File: config.mk
export PLATFORM = sky130hd
export DESIGN_NAME = hlc_frame_codec
export DESIGN_NICKNAME = d
export VERILOG_FILES = /design/src/hlc_pkg.sv /design/src/hlc_frame_codec.sv
export VERILOG_INCLUDE_DIRS = /design/src
export SDC_FILE = /design/constraint.sdc
export NUM_CORES = 1
export LEC_CHECK = 0
export BUFFER_PORTS_ARGS = -buffer_cell sky130_fd_sc_hd__buf_4
export CAP_MARGIN = 20
export CELL_PAD_IN_SITES_DETAIL_PLACEMENT = 1
export CELL_PAD_IN_SITES_GLOBAL_PLACEMENT = 1
export CORE_MARGIN = 3
export CORE_UTILIZATION = 52
export CTS_BUF_LIST = sky130_fd_sc_hd__clkbuf_2 sky130_fd_sc_hd__clkbuf_4 sky130_fd_sc_hd__clkbuf_8
export CTS_CLUSTER_DIAMETER = 100
export DETAILED_ROUTE_END_ITERATION = 12
export PLACE_DENSITY_LB_ADDON = 0.1
export REMOVE_ABC_BUFFERS = 1
export SLEW_MARGIN = 0
export SYNTH_ARGS = -nofsm -noshare
export SYNTH_HDL_FRONTEND = slang
export SYNTH_SLANG_ARGS = --single-unit
export TNS_END_PERCENT = 1
File: constraint.sdc
create_clock -name clk -period 4.25 [get_ports clk]
set_clock_uncertainty 0.15 [all_clocks]
set_input_delay 0 -clock clk [delete_from_list [all_inputs] [get_ports clk]]
set_output_delay 0 -clock clk [all_outputs]
set_load 0.005 [all_outputs]
File: src/hlc_map.svh
`ifndef HLC_MAP_SVH
`define HLC_MAP_SVH
// delimiter and transparency bytes
`define HLC_FLAG      8'h7E
`define HLC_ESC       8'h7D
`define HLC_ESC_XOR   8'h20
// check sequence, reflected form of the 16/12/5/0 generator
`define HLC_CRC_INIT  16'hFFFF
`define HLC_CRC_POLY  16'h8408
`define HLC_CRC_GOOD  16'hF0B8
// address byte fields
`define HLC_A_EA      0
`define HLC_A_CR      1
`define HLC_A_SERVICE_POINT_ID_LO 2
`define HLC_A_SERVICE_POINT_ID_HI 3
`define HLC_A_MORE    4
`define HLC_A_PROTOCOL_SELECTOR_LO 4
`define HLC_A_PROTOCOL_SELECTOR_HI 6
`define HLC_A_NLF     7
// control byte fields
`define HLC_C_NS_LO   1
`define HLC_C_NS_HI   3
`define HLC_C_PF      4
`define HLC_C_NR_LO   5
`define HLC_C_NR_HI   7
// sizes and limits
`define HLC_MAX_INFO  6'h1A
`define HLC_FCS_LEN   6'h02
`define HLC_RX_DEPTH  32
`define HLC_RX_LIMIT  6'h20
`define HLC_TX_DEPTH  32
`define HLC_WINDOW_K  3'h4
`define HLC_PROTOCOL_SELECTOR_RSV  3'h5
`endif

File: src/hlc_pkg.sv
package hlc_pkg;
  // decoded lap control byte kinds
  typedef enum logic [2:0] {
    CTL_I    = 3'h0,
    CTL_RR   = 3'h1,
    CTL_RNR  = 3'h2,
    CTL_REJ  = 3'h3,
    CTL_SABM = 3'h4,
    CTL_UA   = 3'h5,
    CTL_UNK  = 3'h6
  } hlcCtlKind_t;
  // receive framer states
  typedef enum logic [1:0] {
    RX_HUNT  = 2'h0,
    RX_FRAME = 2'h1,
    RX_SEND  = 2'h2
  } hlcRxState_t;
  // transmit framer states
  typedef enum logic [2:0] {
    TX_IDLE  = 3'h0,
    TX_ADDR1 = 3'h1,
    TX_ADDR2 = 3'h2,
    TX_BODY  = 3'h3,
    TX_FCS1  = 3'h4,
    TX_FCS2  = 3'h5,
    TX_CLOSE = 3'h6
  } hlcTxState_t;
  // channel address of an outgoing frame
  typedef struct packed {
    logic       cmdChan;
    logic [6:0] handle;
    logic [2:0] protocolSelector;
    logic [1:0] servicePointId;
    logic       newLinkFlag;
    logic       isResponse;
  } hlcTxHdr_t;
  // one byte of an outgoing lap frame
  typedef struct packed {
    hlcTxHdr_t  hdr;
    logic [7:0] data;
    logic       last;
  } hlcTxWord_t;
  // decoded header of a delivered frame
  typedef struct packed {
    logic        cmdChan;
    logic [6:0]  handle;
    logic [2:0]  protocolSelector;
    logic        protReserved;
    logic [1:0]  servicePointId;
    logic        newLinkFlag;
    logic        more;
    logic        isCommand;
    hlcCtlKind_t kind;
    logic [2:0]  ns;
    logic [2:0]  nr;
    logic        pollFinal;
  } hlcRxHdr_t;
endpackage

File: src/hlc_frame_codec.sv
`timescale 1ns/1ps
`include "hlc_map.svh"

// first-in first-out store on flip-flops
module hlc_fifo #(
  parameter int WIDTH = 8,
  parameter int DEPTH = 32
) (
  input  wire logic             clk,
  input  wire logic             resetn,
  input  wire logic             inValid,
  output logic                  inReady,
  input  wire logic [WIDTH-1:0] inData,
  output logic                  outValid,
  input  wire logic             outReady,
  output logic      [WIDTH-1:0] outData
);
  localparam int AW = $clog2(DEPTH);

  logic [WIDTH-1:0] mem_q [DEPTH];  // storage
  logic [AW-1:0]    wrPtr_q;        // write index
  logic [AW-1:0]    rdPtr_q;        // read index
  logic [AW:0]      count_q;        // words held
  logic [AW:0]      count_d;        // next word count
  logic             push;           // word accepted
  logic             pop;            // word drained

  assign push     = inValid && inReady;
  assign pop      = outValid && outReady;
  assign outValid = (count_q != '0);
  assign outData  = mem_q[rdPtr_q];

  // next fill level
  always_comb
  begin
    count_d = count_q;
    if (push && !pop)
      count_d = count_q + 1'b1;
    else if (pop && !push)
      count_d = count_q - 1'b1;
  end

  // pointers, level and registered ready
  always_ff @(posedge clk or negedge resetn)
  begin
    if (!resetn)
    begin
      wrPtr_q <= '0;
      rdPtr_q <= '0;
      count_q <= '0;
      inReady <= 1'b1;
    end
    else
    begin
      if (push)
        wrPtr_q <= wrPtr_q + 1'b1;
      if (pop)
        rdPtr_q <= rdPtr_q + 1'b1;
      count_q <= count_d;
      inReady <= (count_d != (AW+1)'(DEPTH));  // back-pressure on full
    end
  end

  // data write
  always_ff @(posedge clk)
  begin
    if (push)
      mem_q[wrPtr_q] <= inData;
  end
endmodule // hlc_fifo

// Function
// - command channel: one address byte, bit0 set
// - selector 0..4 defined, 5..7 reserved
// - data field holds at most 26 bytes
// - length derived only from flag positions
// - 16-bit crc, generator x16 x12 x5 1
// - crc over address and data, not flags
// - frames with bad crc dropped silently
// - deliver frame tagged by its address channel
// - transmit frames in order handed over
// - escape 7D and 7E after frame assembled
// - hunt for first flag as frame start
// - undo escape pairs while assembling
// - closing flag may also open next frame
// - lap frame: control byte plus info
// - i-frame control: 0, ns, poll, nr
// - decode rr rnr rej sabm ua patterns
// - nr acknowledges opposite direction frames
// - poll requests status, final answers poll
// - sequence numbers modulo eight
// - new frame next number, resend keeps
// - i-frames carry reverse acknowledgement
// - at most four unacknowledged i-frames
// - flags delimit, repeated flags are idle
// - address ends at bit0 set, data two bytes
// - command/response sense depends on direction
module hlc_frame_codec (
  input  wire logic              clk,
  input  wire logic              resetn,
  input  wire logic [7:0]        rxByte,
  input  wire logic              rxValid,
  output logic      [7:0]        txSerByte,
  output logic                   txSerValid,
  input  wire logic              txSerReady,
  input  hlc_pkg::hlcTxWord_t    txWord,
  input  wire logic              txValid,
  output logic                   txReady,
  output hlc_pkg::hlcRxHdr_t     lapHdr,
  output logic      [7:0]        lapByte,
  output logic                   lapValid,
  output logic                   lapLast,
  input  wire logic              lapReady,
  output logic                   frameGood,
  output logic                   frameDrop,
  output logic                   windowFull
);
  // byte update of the check sequence
  function automatic logic [15:0] crcByte(input logic [15:0] c, input logic [7:0] d);
    logic [15:0] r;
    r = c ^ {8'h00, d};
    for (int i = 0; i < 8; i++)
      r = r[0] ? ((r >> 1) ^ `HLC_CRC_POLY) : (r >> 1);
    return r;
  endfunction

  // control byte classification
  function automatic hlc_pkg::hlcCtlKind_t decodeCtl(input logic [7:0] c);
    hlc_pkg::hlcCtlKind_t k;
    k = hlc_pkg::CTL_UNK;
    if (!c[0])
      k = hlc_pkg::CTL_I;
    else if (c[3:0] == 4'h1)
      k = hlc_pkg::CTL_RR;
    else if (c[3:0] == 4'h5)
      k = hlc_pkg::CTL_RNR;
    else if (c[3:0] == 4'h9)
      k = hlc_pkg::CTL_REJ;
    else if ({c[7:5], c[3:0]} == 7'h1F)
      k = hlc_pkg::CTL_SABM;
    else if ({c[7:5], c[3:0]} == 7'h33)
      k = hlc_pkg::CTL_UA;
    return k;
  endfunction

  // ---------------- receive side ----------------
  hlc_pkg::hlcRxState_t rxState_q;  // framer state
  logic [7:0]  buf_q [`HLC_RX_DEPTH];  // de-stuffed frame bytes
  logic [5:0]  idx_q;               // bytes held
  logic        esc_q;               // escape seen
  logic        addrDone_q;          // last address byte seen
  logic [1:0]  addrLen_q;           // address length
  logic        over_q;              // frame malformed or too long
  logic [15:0] rxCrc_q;             // running check
  logic [5:0]  rdIdx_q;             // delivery index
  logic [5:0]  lastIdx_q;           // last delivered index
  logic [2:0]  ackNr_q;             // latest acknowledgement seen
  logic [7:0]  rxData;              // de-stuffed byte
  logic        rxStore;             // byte goes into frame
  logic        rxEnd;               // flag inside frame
  logic        rxOk;                // closed frame passes checks
  logic [5:0]  minLen;              // address, control, check
  logic [7:0]  ctlByte;             // control byte of held frame
  hlc_pkg::hlcRxHdr_t hdrDec;       // header of held frame

  assign rxData  = esc_q ? (rxByte ^ `HLC_ESC_XOR) : rxByte;
  assign rxStore = rxValid && (rxState_q == hlc_pkg::RX_FRAME)
                   && (rxByte != `HLC_FLAG) && (rxByte != `HLC_ESC);
  assign rxEnd   = rxValid && (rxState_q == hlc_pkg::RX_FRAME)
                   && (rxByte == `HLC_FLAG);
  assign minLen  = {4'h0, addrLen_q} + 6'h1 + `HLC_FCS_LEN;
  assign ctlByte = buf_q[addrLen_q];

  // length only from flag positions, crc residue over whole body
  assign rxOk = (rxCrc_q == `HLC_CRC_GOOD) && addrDone_q && !over_q
                && (idx_q >= minLen)
                && ((idx_q - minLen) <= `HLC_MAX_INFO);

  // address and control decoding of the held frame
  always_comb
  begin
    hdrDec = '0;
    hdrDec.cmdChan = (addrLen_q == 2'h1);
    hdrDec.handle  = hdrDec.cmdChan ? 7'h00 : buf_q[0][7:1];
    hdrDec.newLinkFlag    = buf_q[addrLen_q - 2'h1][`HLC_A_NLF];
    hdrDec.servicePointId = buf_q[addrLen_q - 2'h1][`HLC_A_SERVICE_POINT_ID_HI:`HLC_A_SERVICE_POINT_ID_LO];
    hdrDec.isCommand      = buf_q[addrLen_q - 2'h1][`HLC_A_CR];
    if (hdrDec.cmdChan)
    begin
      hdrDec.protocolSelector = buf_q[0][`HLC_A_PROTOCOL_SELECTOR_HI:`HLC_A_PROTOCOL_SELECTOR_LO];
      hdrDec.protReserved     = (buf_q[0][`HLC_A_PROTOCOL_SELECTOR_HI:`HLC_A_PROTOCOL_SELECTOR_LO] >= `HLC_PROTOCOL_SELECTOR_RSV);
    end
    else
      hdrDec.more = buf_q[1][`HLC_A_MORE];
    hdrDec.kind      = decodeCtl(ctlByte);
    hdrDec.ns        = ctlByte[`HLC_C_NS_HI:`HLC_C_NS_LO];
    hdrDec.nr        = ctlByte[`HLC_C_NR_HI:`HLC_C_NR_LO];
    hdrDec.pollFinal = ctlByte[`HLC_C_PF];
  end

  // receive framer state and counters
  always_ff @(posedge clk or negedge resetn)
  begin
    if (!resetn)
    begin
      rxState_q  <= hlc_pkg::RX_HUNT;
      idx_q      <= '0;
      esc_q      <= 1'b0;
      addrDone_q <= 1'b0;
      addrLen_q  <= '0;
      over_q     <= 1'b0;
      rxCrc_q    <= `HLC_CRC_INIT;
      rdIdx_q    <= '0;
      lastIdx_q  <= '0;
    end
    else
    begin
      unique case (rxState_q)
        hlc_pkg::RX_HUNT:
        begin
          if (rxValid && rxByte == `HLC_FLAG)
            rxState_q <= hlc_pkg::RX_FRAME;
        end
        hlc_pkg::RX_FRAME:
        begin
          if (rxEnd)
          begin
            // closing flag also opens the next frame
            idx_q      <= '0;
            esc_q      <= 1'b0;
            addrDone_q <= 1'b0;
            addrLen_q  <= '0;
            over_q     <= 1'b0;
            rxCrc_q    <= `HLC_CRC_INIT;
            if (idx_q != '0 && rxOk)
            begin
              rxState_q <= hlc_pkg::RX_SEND;
              rdIdx_q   <= {4'h0, addrLen_q};
              lastIdx_q <= idx_q - `HLC_FCS_LEN - 6'h1;
            end
          end
          else if (rxValid && rxByte == `HLC_ESC)
            esc_q <= 1'b1;
          else if (rxStore)
          begin
            esc_q   <= 1'b0;
            rxCrc_q <= crcByte(rxCrc_q, rxData);
            if (idx_q < `HLC_RX_LIMIT)
              idx_q <= idx_q + 6'h1;
            else
              over_q <= 1'b1;
            if (!addrDone_q)
            begin
              if (rxData[`HLC_A_EA])
              begin
                addrDone_q <= 1'b1;
                addrLen_q  <= idx_q[1:0] + 2'h1;
              end
              else if (idx_q != '0)
                over_q <= 1'b1;                    // address longer than two
            end
          end
        end
        hlc_pkg::RX_SEND:
        begin
          // bytes arriving meanwhile are lost; closing flag opened the next frame
          if (!lapValid || lapReady)
          begin
            if (rdIdx_q <= lastIdx_q)
              rdIdx_q <= rdIdx_q + 6'h1;
            else
              rxState_q <= hlc_pkg::RX_FRAME;
          end
        end
        default:
          rxState_q <= hlc_pkg::RX_HUNT;
      endcase
    end
  end

  // frame byte store
  always_ff @(posedge clk)
  begin
    if (rxStore && idx_q < `HLC_RX_LIMIT)
      buf_q[idx_q[4:0]] <= rxData;
  end

  // delivery to the lap instance named in the header
  always_ff @(posedge clk or negedge resetn)
  begin
    if (!resetn)
    begin
      lapHdr   <= '0;
      lapByte  <= '0;
      lapValid <= 1'b0;
      lapLast  <= 1'b0;
    end
    else
    begin
      if (rxEnd && idx_q != '0 && rxOk)
        lapHdr <= hdrDec;
      if (lapValid && lapReady)
        lapValid <= 1'b0;
      if (rxState_q == hlc_pkg::RX_SEND && (!lapValid || lapReady)
          && rdIdx_q <= lastIdx_q)
      begin
        lapByte  <= buf_q[rdIdx_q[4:0]];
        lapValid <= 1'b1;
        lapLast  <= (rdIdx_q == lastIdx_q);
      end
    end
  end

  // frame outcome pulses and latest acknowledgement
  always_ff @(posedge clk or negedge resetn)
  begin
    if (!resetn)
    begin
      frameGood <= 1'b0;
      frameDrop <= 1'b0;
      ackNr_q   <= '0;
    end
    else
    begin
      frameGood <= rxEnd && idx_q != '0 && rxOk;
      frameDrop <= rxEnd && idx_q != '0 && !rxOk;
      if (rxEnd && idx_q != '0 && rxOk && hdrDec.kind <= hlc_pkg::CTL_REJ)
        ackNr_q <= hdrDec.nr;
    end
  end

  // ---------------- transmit side ----------------
  hlc_pkg::hlcTxWord_t fifoWord;    // head of queue
  logic        fifoValid;           // head present
  logic        fifoPop;             // head consumed
  hlc_pkg::hlcTxState_t txState_q;  // framer state
  logic        escPend_q;           // second half of escape pending
  logic [15:0] txCrc_q;             // running check
  logic [5:0]  txCnt_q;             // lap bytes sent in frame
  logic [7:0]  addr1_q;             // first address byte
  logic [7:0]  addr2_q;             // final address byte
  logic [7:0]  raw;                 // unstuffed byte for this slot
  logic        stuffable;           // byte lies between flags
  logic        canGo;               // byte available
  logic        slot;                // serial output free
  logic        go;                  // byte leaves this cycle
  logic        needEsc;             // byte must be escaped
  logic        adv;                 // raw byte fully sent
  logic        dropExcess;          // info beyond limit discarded
  logic        winBlock;            // i-frame beyond window
  logic [2:0]  pending;             // frames ahead of acknowledgement
  logic [7:0]  emit;                // byte placed on the line

  hlc_fifo #(
    .WIDTH ($bits(hlc_pkg::hlcTxWord_t)),
    .DEPTH (`HLC_TX_DEPTH)
  ) u_txq (
    .clk      (clk),
    .resetn   (resetn),
    .inValid  (txValid),
    .inReady  (txReady),
    .inData   (txWord),
    .outValid (fifoValid),
    .outReady (fifoPop),
    .outData  (fifoWord)
  );

  // window guard on the head frame's own send number
  assign pending  = fifoWord.data[`HLC_C_NS_HI:`HLC_C_NS_LO] - ackNr_q;
  assign winBlock = !fifoWord.data[0] && (pending >= `HLC_WINDOW_K);
  assign slot     = !txSerValid || txSerReady;
  assign dropExcess = (txState_q == hlc_pkg::TX_BODY) && fifoValid
                      && (txCnt_q > `HLC_MAX_INFO);

  // byte selection for the current state
  always_comb
  begin
    raw       = `HLC_FLAG;
    stuffable = 1'b1;
    canGo     = 1'b1;
    unique case (txState_q)
      hlc_pkg::TX_IDLE:
      begin
        stuffable = 1'b0;
        canGo     = fifoValid && !winBlock;
      end
      hlc_pkg::TX_ADDR1: raw = addr1_q;
      hlc_pkg::TX_ADDR2: raw = addr2_q;
      hlc_pkg::TX_BODY:
      begin
        raw   = fifoWord.data;
        canGo = fifoValid && !dropExcess;
      end
      hlc_pkg::TX_FCS1: raw = ~txCrc_q[7:0];
      hlc_pkg::TX_FCS2: raw = ~txCrc_q[15:8];
      hlc_pkg::TX_CLOSE: stuffable = 1'b0;
      default: canGo = 1'b0;
    endcase
  end

  assign go      = slot && canGo;
  assign needEsc = stuffable && !escPend_q && (raw == `HLC_FLAG || raw == `HLC_ESC);
  assign adv     = go && !needEsc;
  assign fifoPop = (adv && txState_q == hlc_pkg::TX_BODY) || dropExcess;
  assign emit    = escPend_q ? (raw ^ `HLC_ESC_XOR)
                   : (needEsc ? `HLC_ESC : raw);

  // transmit framer sequencing
  always_ff @(posedge clk or negedge resetn)
  begin
    if (!resetn)
    begin
      txState_q <= hlc_pkg::TX_IDLE;
      escPend_q <= 1'b0;
      txCrc_q   <= `HLC_CRC_INIT;
      txCnt_q   <= '0;
      addr1_q   <= '0;
      addr2_q   <= '0;
    end
    else
    begin
      if (go)
        escPend_q <= needEsc;
      if (adv)
      begin
        unique case (txState_q)
          hlc_pkg::TX_IDLE:
          begin
            // frames leave in queue order
            txCrc_q <= `HLC_CRC_INIT;
            txCnt_q <= '0;
            addr1_q <= {fifoWord.hdr.handle, 1'b0};
            if (fifoWord.hdr.cmdChan)
            begin
              addr2_q <= {fifoWord.hdr.newLinkFlag, fifoWord.hdr.protocolSelector,
                          fifoWord.hdr.servicePointId, fifoWord.hdr.isResponse, 1'b1};
              txState_q <= hlc_pkg::TX_ADDR2;
            end
            else
            begin
              addr2_q <= {fifoWord.hdr.newLinkFlag, 3'h0, fifoWord.hdr.servicePointId,
                          fifoWord.hdr.isResponse, 1'b1};
              txState_q <= hlc_pkg::TX_ADDR1;
            end
          end
          hlc_pkg::TX_ADDR1:
          begin
            txCrc_q   <= crcByte(txCrc_q, raw);
            txState_q <= hlc_pkg::TX_ADDR2;
          end
          hlc_pkg::TX_ADDR2:
          begin
            txCrc_q   <= crcByte(txCrc_q, raw);
            txState_q <= hlc_pkg::TX_BODY;
          end
          hlc_pkg::TX_BODY:
          begin
            txCrc_q <= crcByte(txCrc_q, raw);
            txCnt_q <= txCnt_q + 6'h1;
            if (fifoWord.last)
              txState_q <= hlc_pkg::TX_FCS1;
          end
          hlc_pkg::TX_FCS1: txState_q <= hlc_pkg::TX_FCS2;
          hlc_pkg::TX_FCS2: txState_q <= hlc_pkg::TX_CLOSE;
          hlc_pkg::TX_CLOSE: txState_q <= hlc_pkg::TX_IDLE;
          default: txState_q <= hlc_pkg::TX_IDLE;
        endcase
      end
      else if (dropExcess && fifoWord.last)
        txState_q <= hlc_pkg::TX_FCS1;
    end
  end

  // serial output register and window status
  always_ff @(posedge clk or negedge resetn)
  begin
    if (!resetn)
    begin
      txSerByte  <= '0;
      txSerValid <= 1'b0;
      windowFull <= 1'b0;
    end
    else
    begin
      if (go)
      begin
        txSerByte  <= emit;
        txSerValid <= 1'b1;
      end
      else if (txSerReady)
        txSerValid <= 1'b0;
      windowFull <= fifoValid && winBlock && txState_q == hlc_pkg::TX_IDLE;
    end
  end
endmodule // hlc_frame_codec

==> results of run 1 <==
## final cells by class
cell class              count  share of cell area (%)
repair buffers            365                    5.91
diodes                      6                  0.0269
well taps                1176                    2.63
flip-flops and latches   1175                    61.9
multi-input cells        1189                    22.7
clock inverters            74                   0.868
clock buffers             273                    5.79
inverters                  33                   0.222
## cell families after synthesis
logic type	Yosys count	synth area share, %
compound gates	224	3.12
xor+xnor	63	1.16
fa+ha+maj	30	0.804
buf+inv	166	1.55
flops	1175	72.6
mux	373	15.8
simple gates	499	4.97
## cell usage in the layout (no fill, tap or decap), types with 8 or more instances in the layout
| master | netlist | layout |
|---|---|---|
| dfstp_2 | 33 | 33 |
| o211ai_1 | 12 | 12 |
| buf_12 | 0 | 14 |
| nor2_1 | 162 | 128 |
| inv_1 | 31 | 31 |
| a22oi_1 | 8 | 8 |
| nand2_1 | 151 | 151 |
| nand2b_1 | 15 | 14 |
| o21ai_0 | 50 | 46 |
| buf_4 | 5 | 250 |
| buf_6 | 9 | 15 |
| nor3_1 | 40 | 39 |
| clkbuf_8 | 0 | 190 |
| xnor2_1 | 38 | 38 |
| nand4_1 | 12 | 12 |
| a21oi_1 | 59 | 58 |
| edfxtp_1 | 1024 | 1024 |
| nor2_4 | 0 | 32 |
| a31oi_1 | 20 | 20 |
| mux4_2 | 298 | 298 |
| mux2_2 | 35 | 35 |
| dfrtp_1 | 118 | 112 |
| clkinv_1 | 2 | 39 |
| dlygate4sd3_1 | 0 | 74 |
| nand3b_1 | 18 | 18 |
| xor2_1 | 25 | 24 |
| ha_1 | 29 | 28 |
| clkinv_2 | 0 | 20 |
| nor2b_1 | 21 | 20 |
| clkbuf_4 | 0 | 83 |
| nand3_1 | 25 | 25 |
| mux2i_1 | 37 | 36 |
## timing repair
action / CTS / global route
setup buffers: 14 / 9
gates resized for setup: 26 / 25
hold buffers: 79 / 0
endpoints found under the setup margin: 38 / 42
pin swaps: 10 / 8
endpoints found under the hold margin: 1261 / 0
## synthesized netlist by cell type (8+ instances only)
master    count
o21ai_0      50
buf_1        23
a22oi_1       8
dfrtp_1     118
o211ai_1     12
nor3_1       40
nor2b_1      21
mux4_2      298
xor2_1       25
nand2_1     151
nor2_1      162
dfstp_2      33
xnor2_1      38
a21oi_1      59
mux2_2       35
a31oi_1      20
clkbuf_1     83
buf_6         9
ha_1         29
edfxtp_1   1024
inv_1        31
buf_2        12
nand2b_1     15
mux2i_1      37
nand3_1      25
nand4_1      12
nand3b_1     18
## worst max-delay path by stage
stage | startpoint | end | slack [ns] | depth (start not counted)
global placement | u_txq.rdPtr_q[0] | u_txq.inReady | -0.23 | 13
floorplan | u_txq.rdPtr_q[0] | txCnt_q[3] | -8.23 | 15
finish | u_txq.rdPtr_q[1] | u_txq.inReady | -0.19 | 16
global route | u_txq.rdPtr_q[1] | u_txq.inReady | -0.36 | 16
CTS | u_txq.rdPtr_q[1] | u_txq.inReady | -0.06 | 15
detailed placement | u_txq.rdPtr_q[0] | u_txq.inReady | -0.41 | 13
## worst max-delay path: stages (launching register included)
cell      delay (ns)
dfrtp_4         0.53
buf_6           0.13
mux2_2          0.33
a221oi_2        0.33
nand3_1         0.14
and2_4          0.19
ha_4            0.16
nand2b_4        0.13
nand4b_1        0.24
o221ai_4        0.15
a211oi_4        0.07
nor4bb_4        0.28
a21bo_4         0.30
o21ai_4         0.26
mux2i_1         0.27
xor2_1          0.21
or4b_4          0.47
## sequential cells by signal, indices dropped and copies added (netlist names), 5 cells and up
name and cells:
buf_q 256, lapByte 8, lastIdx_q 6, idx_q 6, addr1_q 7, u_txq.wrPtr_q 5
rxCrc_q 16, u_txq.count_q 6, addr2_q 8, txCnt_q 6, lapHdr 27, u_txq.mem_q 768
u_txq.rdPtr_q 5, rdIdx_q 6, txSerByte 8, txCrc_q 16
## power breakdown
part	internal [mW]	switching [mW]	total, mW
sequential	13.7	0.767	14.5
combinational	5.08	5.84	10.9
clock	5.11	4.47	9.58
## metal layers
layer	track usage, %	share of wire [%]	routed length [um]	up-vias
met5	0	0	0	-
met3	5.07	7.5	9660	199
li1	-	-	-	11000
met1	39.7	42	53700	14000
met2	43.6	48	62100	1086
met4	7.80	2.2	2840	0
## per-stage QoR
step	std cells	utilization, %
global route	4290	61.8
detailed placement	3825	56.1
global placement	3825	56.1
floorplan	2397	-
finish	4291	61.8
CTS	4265	61.4
==> results by group, run 1 <==
Die
  • Die height: roughly 310 um
  • Row cnt: 110
  • Initial Util: between 50% and 60%
  • DIE AREA: between 90,000 and 100,000 um^2
  • Die boundary width: about 310 um
  • Core region area: between 90,000 and 100,000 um^2
  • # IOs: 88

Pwr
  • Total power: between 30 and 40 mW
  • Max IR drop VDD: 0.324 mV
  • Power density over the cells: roughly 630 nW/um^2
  • Pleak: about 19 nW

Clocking
  • Total clock sinks: roughly 1,200
  • Root Buffer: clkbuf_8
  • CTS H-tree depth: 4
  • Clock latency on the worst-skew pair: around 0.86 ns
  • Clock Tree Buf Depth: 3
  • CTS tree: built
  • Clock Pin Slew Worst Setup and Hold Paths: 0.06 ns
  • Num CTS Buffers: between 150 and 200

Min path
  • Hold crit path type: input port to register
  • Hold path endpoint: u_txq.count_q[1]
  • Hold_sp: txValid
  • Hold depth: 5

Global routing
  • First-pass GRT wire length: 189,000 um
  • Initial antenna violation count: 4
  • Total GRT Usage: approximately 27%
  • Largest net degree at the start of global routing: slightly below 70
  • Number of global-route vias before repair: 28,000
  • Remaining Overflow, GRT: 0

Route
  • DRT antenna net count: 0
  • 1st-iter DRT viols: roughly 2,900
  • Final wirelength: approximately 130,000 um
  • Via count: roughly 26,000
  • # DRC: 0
  • Initial DRT Pass Iterations: 7
  • Routed wire length per instance: 29.9 um
  • Vias per cell: about 6.1

Layout
  • Final instance area: between 50,000 and 60,000 um^2
  • Fillers: about 7,800
  • Register area: 34,600 um^2
  • Nets@finish: approximately 3,000
  • Fraction of layout cells with a size suffix above 1: roughly a third
  • Multi-input gate area: ~13,000 um^2
  • Synth-to-layout area growth: 17.4%

Setup path
  • Type of origin of the critical path: register
  • Reg-to-reg critical path endpoint: u_txq.inReady
  • Crit. End Element: register
  • Arrival @ worst endpoint: between 5 and 6 ns
  • Crit-path max FO: 8
  • Reg2reg path depth: 16
  • Flop-to-flop setup slack: -0.19 ns
  • Worst r2r src: u_txq.rdPtr_q[1]
  • Critical path type: register to register
  • Critical path data required time: a little under 5 ns

Placed design
  • RePlAce Congestion: ~0.84
  • Dpl cell area: slightly above 50,000 um^2
  • Dpl hpwl: ~74,000 um
  • # port buffers: slightly below 90
  • Place WS: -0.411 ns

Outcome
  • Outcome: finished with violations
  • Failing checks: negative setup slack

Synthesis
  • Main area contributors after synthesis: edfxtp_1 (65%), mux4_2 (14%), dfrtp_1 (6.2%)
  • Sequential share of the synthesized area: 72.6%
  • Gate Count Post-Synth: about 2,500
  • FFs w/ async S/R, synth: about an eighth
  • Cell taking the most area after synthesis: edfxtp_1
  • Post-synth top area share: approximately 65%
  • Yosys Warn Count: 0
  • Syn_area_per_cell: roughly 19 um^2
  • Mapped Area: between 40,000 and 50,000 um^2
  • Most used DFF post-synth: edfxtp_1
  • Flip-flop and latch count after synthesis: about 1,200
  • Yosys cell types: between 80 and 90
  • Post-synth EDFFs: 1,024

Flow run
  • Max-cap violation count: 0

Timing
  • Setup TNS: -0.241 ns
  • Max_slew headroom: 26.6%
  • Slew Viols, Final: 0
  • Slew @ Worst Pin: between 1 and 1.5 ns
  • Final setup vio count: 2
  • Worst setup margin: -0.186 ns
  • Fin crit share: 104%
  • Worst hold slack: 0.0790 ns
  • Hold Vio Cnt, Final: 0
  • Max Freq: 0.225 GHz
  • Crit path time final: approximately 4.4 ns
  • RSZ-0062 raised after global routing: true
Note: power is estimated with default switching activity, not from simulation.
==> run 2: changes to the inputs <==
--- a/config.mk
+++ b/config.mk
@@ -6,12 +6,13 @@
 export SDC_FILE = /design/constraint.sdc
 export NUM_CORES = 1
 export LEC_CHECK = 0
+export ABC_AREA = 1
 export BUFFER_PORTS_ARGS = -buffer_cell sky130_fd_sc_hd__buf_4
 export CAP_MARGIN = 20
 export CELL_PAD_IN_SITES_DETAIL_PLACEMENT = 1
 export CELL_PAD_IN_SITES_GLOBAL_PLACEMENT = 1
 export CORE_MARGIN = 3
-export CORE_UTILIZATION = 52
+export CORE_UTILIZATION = 48
 export CTS_BUF_LIST = sky130_fd_sc_hd__clkbuf_2 sky130_fd_sc_hd__clkbuf_4 sky130_fd_sc_hd__clkbuf_8
 export CTS_CLUSTER_DIAMETER = 100
 export DETAILED_ROUTE_END_ITERATION = 12
==> run 2 against run 1 <==
Compared with the run above: the flow now finishes without violations; critical endpoint is now buf_q[7][3]; non-clock buffer count is 23 lower; sequential cell count stayed put; worst hold slack improved by 0.011 ns; final area rose by 1.3%; cell count up 37%; count of clock-buffer cells in the layout rose by 10; setup slack improved by 0.39 ns; via count up 30%; routed wire length grew 20%; highest routed layer is now met5; power shrank 4.0%; synthesized cell count up 59%.
==> results by group, run 2 <==
Pwr
  • Max IR drop VDD: 0.365 mV (+13%)
  • Sw frac: 35.1% (+3.5 points)
  • Total power: 33.6 mW (-4.0%)
  • Power density over the cells: 592 nW/um^2 (-5.3%)
  • Cell-internal power: 21.8 mW (-8.9%)
  • Pleak: 20.3 nW (+6.9%)
  • Part of the power in registers: 41.9% (+0.5 points)
  • P_sw: 11.8 mW (+6.5%)
  • Proportion of power drawn by combinational gates: 28.7% (-2.5 points)
  • Clk pwr share: 29.4% (+2.0 points)

Route
  • Final wirelength: 154,000 um (+20%)
  • Routed wire length per instance: 26.3 um (-12%)
  • 1st-iter DRT viols: 3,062 (+7.0%)
  • Via count: 34,200 (+30%)
  • # DRC: 0 (unchanged)
  • DRT antenna net count: 0 (unchanged)
  • Vias per cell: 5.84 (-5.0%)
  • Initial DRT Pass Iterations: 5 (-2)

Timing
  • Hold Vio Cnt, Final: 0 (unchanged)
  • Worst setup margin: 0.205 ns (+0.391 ns)
  • Max Freq: 0.247 GHz (+9.7%)
  • RSZ-0062 raised after global routing: false
  • Crit path time final: 4.04 ns (-0.391 ns)
  • Fin crit share: 95.2% (-9.2 points)
  • Slew @ Worst Pin: 1.13 ns (+0.0278 ns)
  • Final setup vio count: 0 (-2)
  • Max_slew headroom: 24.7% (-1.9 points)
  • Slew Viols, Final: 0 (unchanged)
  • Worst hold slack: 0.0899 ns (+0.0109 ns)

Clocking
  • CTS tree: built
  • Root Buffer: clkbuf_8
  • Clock Pin Slew Worst Setup and Hold Paths: 0.07 ns (about the same)
  • Clock latency on the worst-skew pair: 0.87 ns (about the same)
  • Num CTS Buffers: 193 (+3.2%)
  • Clock Tree Buf Depth: 3 (unchanged)
  • Total clock sinks: 1,175 (unchanged)
  • CTS H-tree depth: 4 (unchanged)

Layout
  • Most frequent cells in the layout: edfxtp_1 (1,024), nor2_1 (623), o21ai_0 (535)
  • Synth-to-layout area growth: 16.5%
  • Register area: 34,600 um^2 (about the same)
  • Most common cell after layout, fill and taps aside: edfxtp_1
  • Nets@finish: 4,413 (+46%)
  • Largest reg by FF count: u_txq.mem_q
  • Fraction of layout cells with a size suffix above 1: 15.7% (-18 points)
  • Max reg flops: 768 (unchanged)
  • Fillers: 10,200 (+31%)
  • Multi-input gate area: 12,500 um^2 (-1.6%)

Setup path
  • CP most frequent cell: dlygate4sd3_1
  • Critical path data required time: 4.66 ns (-0.20 ns)
  • Crit-path cells: dlygate4sd3_1 -> dlygate4sd3_1 -> buf_4 -> nand2_1 -> dlygate4sd3_1 -> nor3_1 -> dlygate4sd3_1 -> nor2_1 -> inv_1 -> nor2_1 -> inv_1 -> nor2_2 -> nand2_2 -> nor2_2 -> buf_4
  • Crit path buffers/inverters: 8 (+7)
  • Max stage delay on crit path: 0.60 ns (+0.07 ns)
  • Crit. End Element: register
  • Crit-path max FO: 23 (+15)
  • Type of origin of the critical path: input port
  • Arrival @ worst endpoint: 4.45 ns (-0.60 ns)
  • Critical path type: input port to register
  • Crit path max-delay family: buffers and inverters
  • Critical-path top delay cell: dlygate4sd3_1

Synthesis
  • Synth cell count leaders: edfxtp_1 (1,024), nor2_1 (655), o21ai_0 (535)
  • Post-Synth Simple-Gate Area: 11.5% (+6.5 points)
  • Post-Synth XOR/XNOR Area: 1.12% (-0.042 points)
  • Most frequent cell after synthesis: edfxtp_1
  • Syn_area_per_cell: 12.1 um^2 (-36%)
  • Largest family of logic cells by synthesized area: compound AO/OA/AOI/OAI gates
  • Gate Count Post-Synth: 4,035 (+59%)
  • FFs w/ async S/R, synth: 12.9% (unchanged)
  • Cell taking the most area after synthesis: edfxtp_1
  • Post-synth EDFFs: 1,024 (unchanged)
  • Post-synth top area share: 63.2% (-1.4 points)
  • Yosys Warn Count: 0 (unchanged)
  • Yosys cell types: 60 (-29%)
  • Flip-flop and latch count after synthesis: 1,175 (unchanged)
  • Proportion of synthesized area in mux cells: 0.0206% (-16 points)
  • Area share of fa/ha/maj cells after synthesis: 0.787% (-0.017 points)
  • Mapped Area: 48,600 um^2 (+2.2%)
  • Most used DFF post-synth: edfxtp_1
  • Synth Area in Compound Gates: 11.7% (+8.6 points)
  • Sequential share of the synthesized area: 71.1% (-1.5 points)
  • Main area contributors after synthesis: edfxtp_1 (63%), dfrtp_1 (6.1%), o21ai_0 (5.5%)

Global routing
  • First-pass GRT wire length: 227,000 um (+20%)
  • Number of global-route vias before repair: 34,900 (+25%)
  • Largest net degree at the start of global routing: 131 (+93%)
  • Initial antenna violation count: 7 (+3)
  • Total GRT Usage: 29.3% (+1.8 points)
  • Remaining Overflow, GRT: 0 (unchanged)

Placed design
  • Place WS: 0.270 ns (+0.681 ns)
  • RePlAce Congestion: 0.831 (-0.65%)
  • # port buffers: 87 (unchanged)
  • Dpl hpwl: 91,000 um (+23%)

Die
  • # IOs: 88 (unchanged)
  • DIE AREA: 105,000 um^2 (+10%)
  • Row cnt: 116 (+5.5%)
  • Die boundary width: 324 um (+5.1%)
  • Core region area: 100,000 um^2 (+11%)
  • Initial Util: 48.5% (-4.2 points)
  • Die height: 324 um (+5.1%)

Min path
  • Hold crit path type: input port to register

Outcome
  • Outcome: completed

Flow run
  • Max-cap violation count: 0 (unchanged)
## run 2: changes by cell type after synthesis, sizes merged, moves of 135 or more
cell | previous run | this run
nand2 | 151 | 444
nor2 | 163 | 660
inv | 31 | 207
o21ai | 51 | 583
mux4 | 298 | 0
o22ai | 4 | 139
## run 2: power by group through the flow
| stage | logic, mW | clock network (mW) | registers (mW) |
|---|---|---|---|
| floorplan | 5.26 | 0 | 14.5 |
| global placement | 9.25 | 0 | 14.2 |
| detailed placement | 9.45 | 0 | 14.3 |
| CTS | 9.57 | 10.0 | 14.0 |
| global route | 10.6 | 10.6 | 14.1 |
| finish | 9.64 | 9.87 | 14.0 |
## run 2: kinds of logic after synthesis
family,count (synthesis)
fa+ha+maj,30
mux,1
flops,1175
xor+xnor,62
compound gates,984
simple gates,1344
buf+inv,439
## run 2: cell type report
cell class | instances | area share [%]
diodes | 2 | 0.00883
clock buffers | 283 | 6.01
clock inverters | 70 | 0.755
inverters | 212 | 1.45
multi-input cells | 2421 | 22.0
flip-flops and latches | 1175 | 61.0
well taps | 1357 | 3.00
repair buffers | 342 | 5.73
## run 2: per-stage QoR
step / utilization, % / instances / cell area, um^2 / setup TNS, ns
2_1_floorplan: - / 3808 / 47600 / -463.78
3_3_place_gp: 51.5 / 5413 / 51600 / 0
3_5_place_dp: 51.5 / 5413 / 51600 / 0
4_1_cts: 56.1 / 5844 / 56300 / 0
5_1_grt: 56.5 / 5862 / 56700 / 0
6_report: 56.5 / 5862 / 56700 / 0
## run 2: what timing repair did
| action | in CTS | in global routing |
|---|---|---|
| setup endpoints to repair | 0 | 230 |
| buffers inserted | 0 | 4 |
| resized for setup | 0 | 7 |
| hold endpoints to repair | 1322 | 0 |
| hold buffers | 78 | 0 |
## run 2: worst paths after layout
check,from,endpoint,slack [ns],cells after the start
worst max-delay path,rxByte[0],buf_q[7][3],0.21,15
worst min-delay path,rxByte[4],buf_q[24][4],0.09,3
worst max register to register,u_txq.rdPtr_q[1],addr2_q[4],0.30,11
worst min register to register,addr2_q[0],addr2_q[0],0.32,2
max in group asynchronous,resetn,rxCrc_q[5],3.22,4
min in group asynchronous,resetn,txCrc_q[7],0.17,3
## run 2: worst min-delay path, stage by stage
cell and delay [ns]:
dlygate4sd3_1 0.53, buf_4 0.20, buf_12 0.19
## run 2: layer usage
| metal | vias to the layer above | global-route usage, % | share of wire [%] |
|---|---|---|---|
| met5 | - | 0 | 0.017 |
| met4 | 4 | 10.4 | 3.3 |
| met3 | 287 | 4.55 | 6.1 |
| met2 | 1181 | 49.4 | 49 |
| met1 | 17500 | 38.9 | 41 |
| li1 | 15300 | - | - |
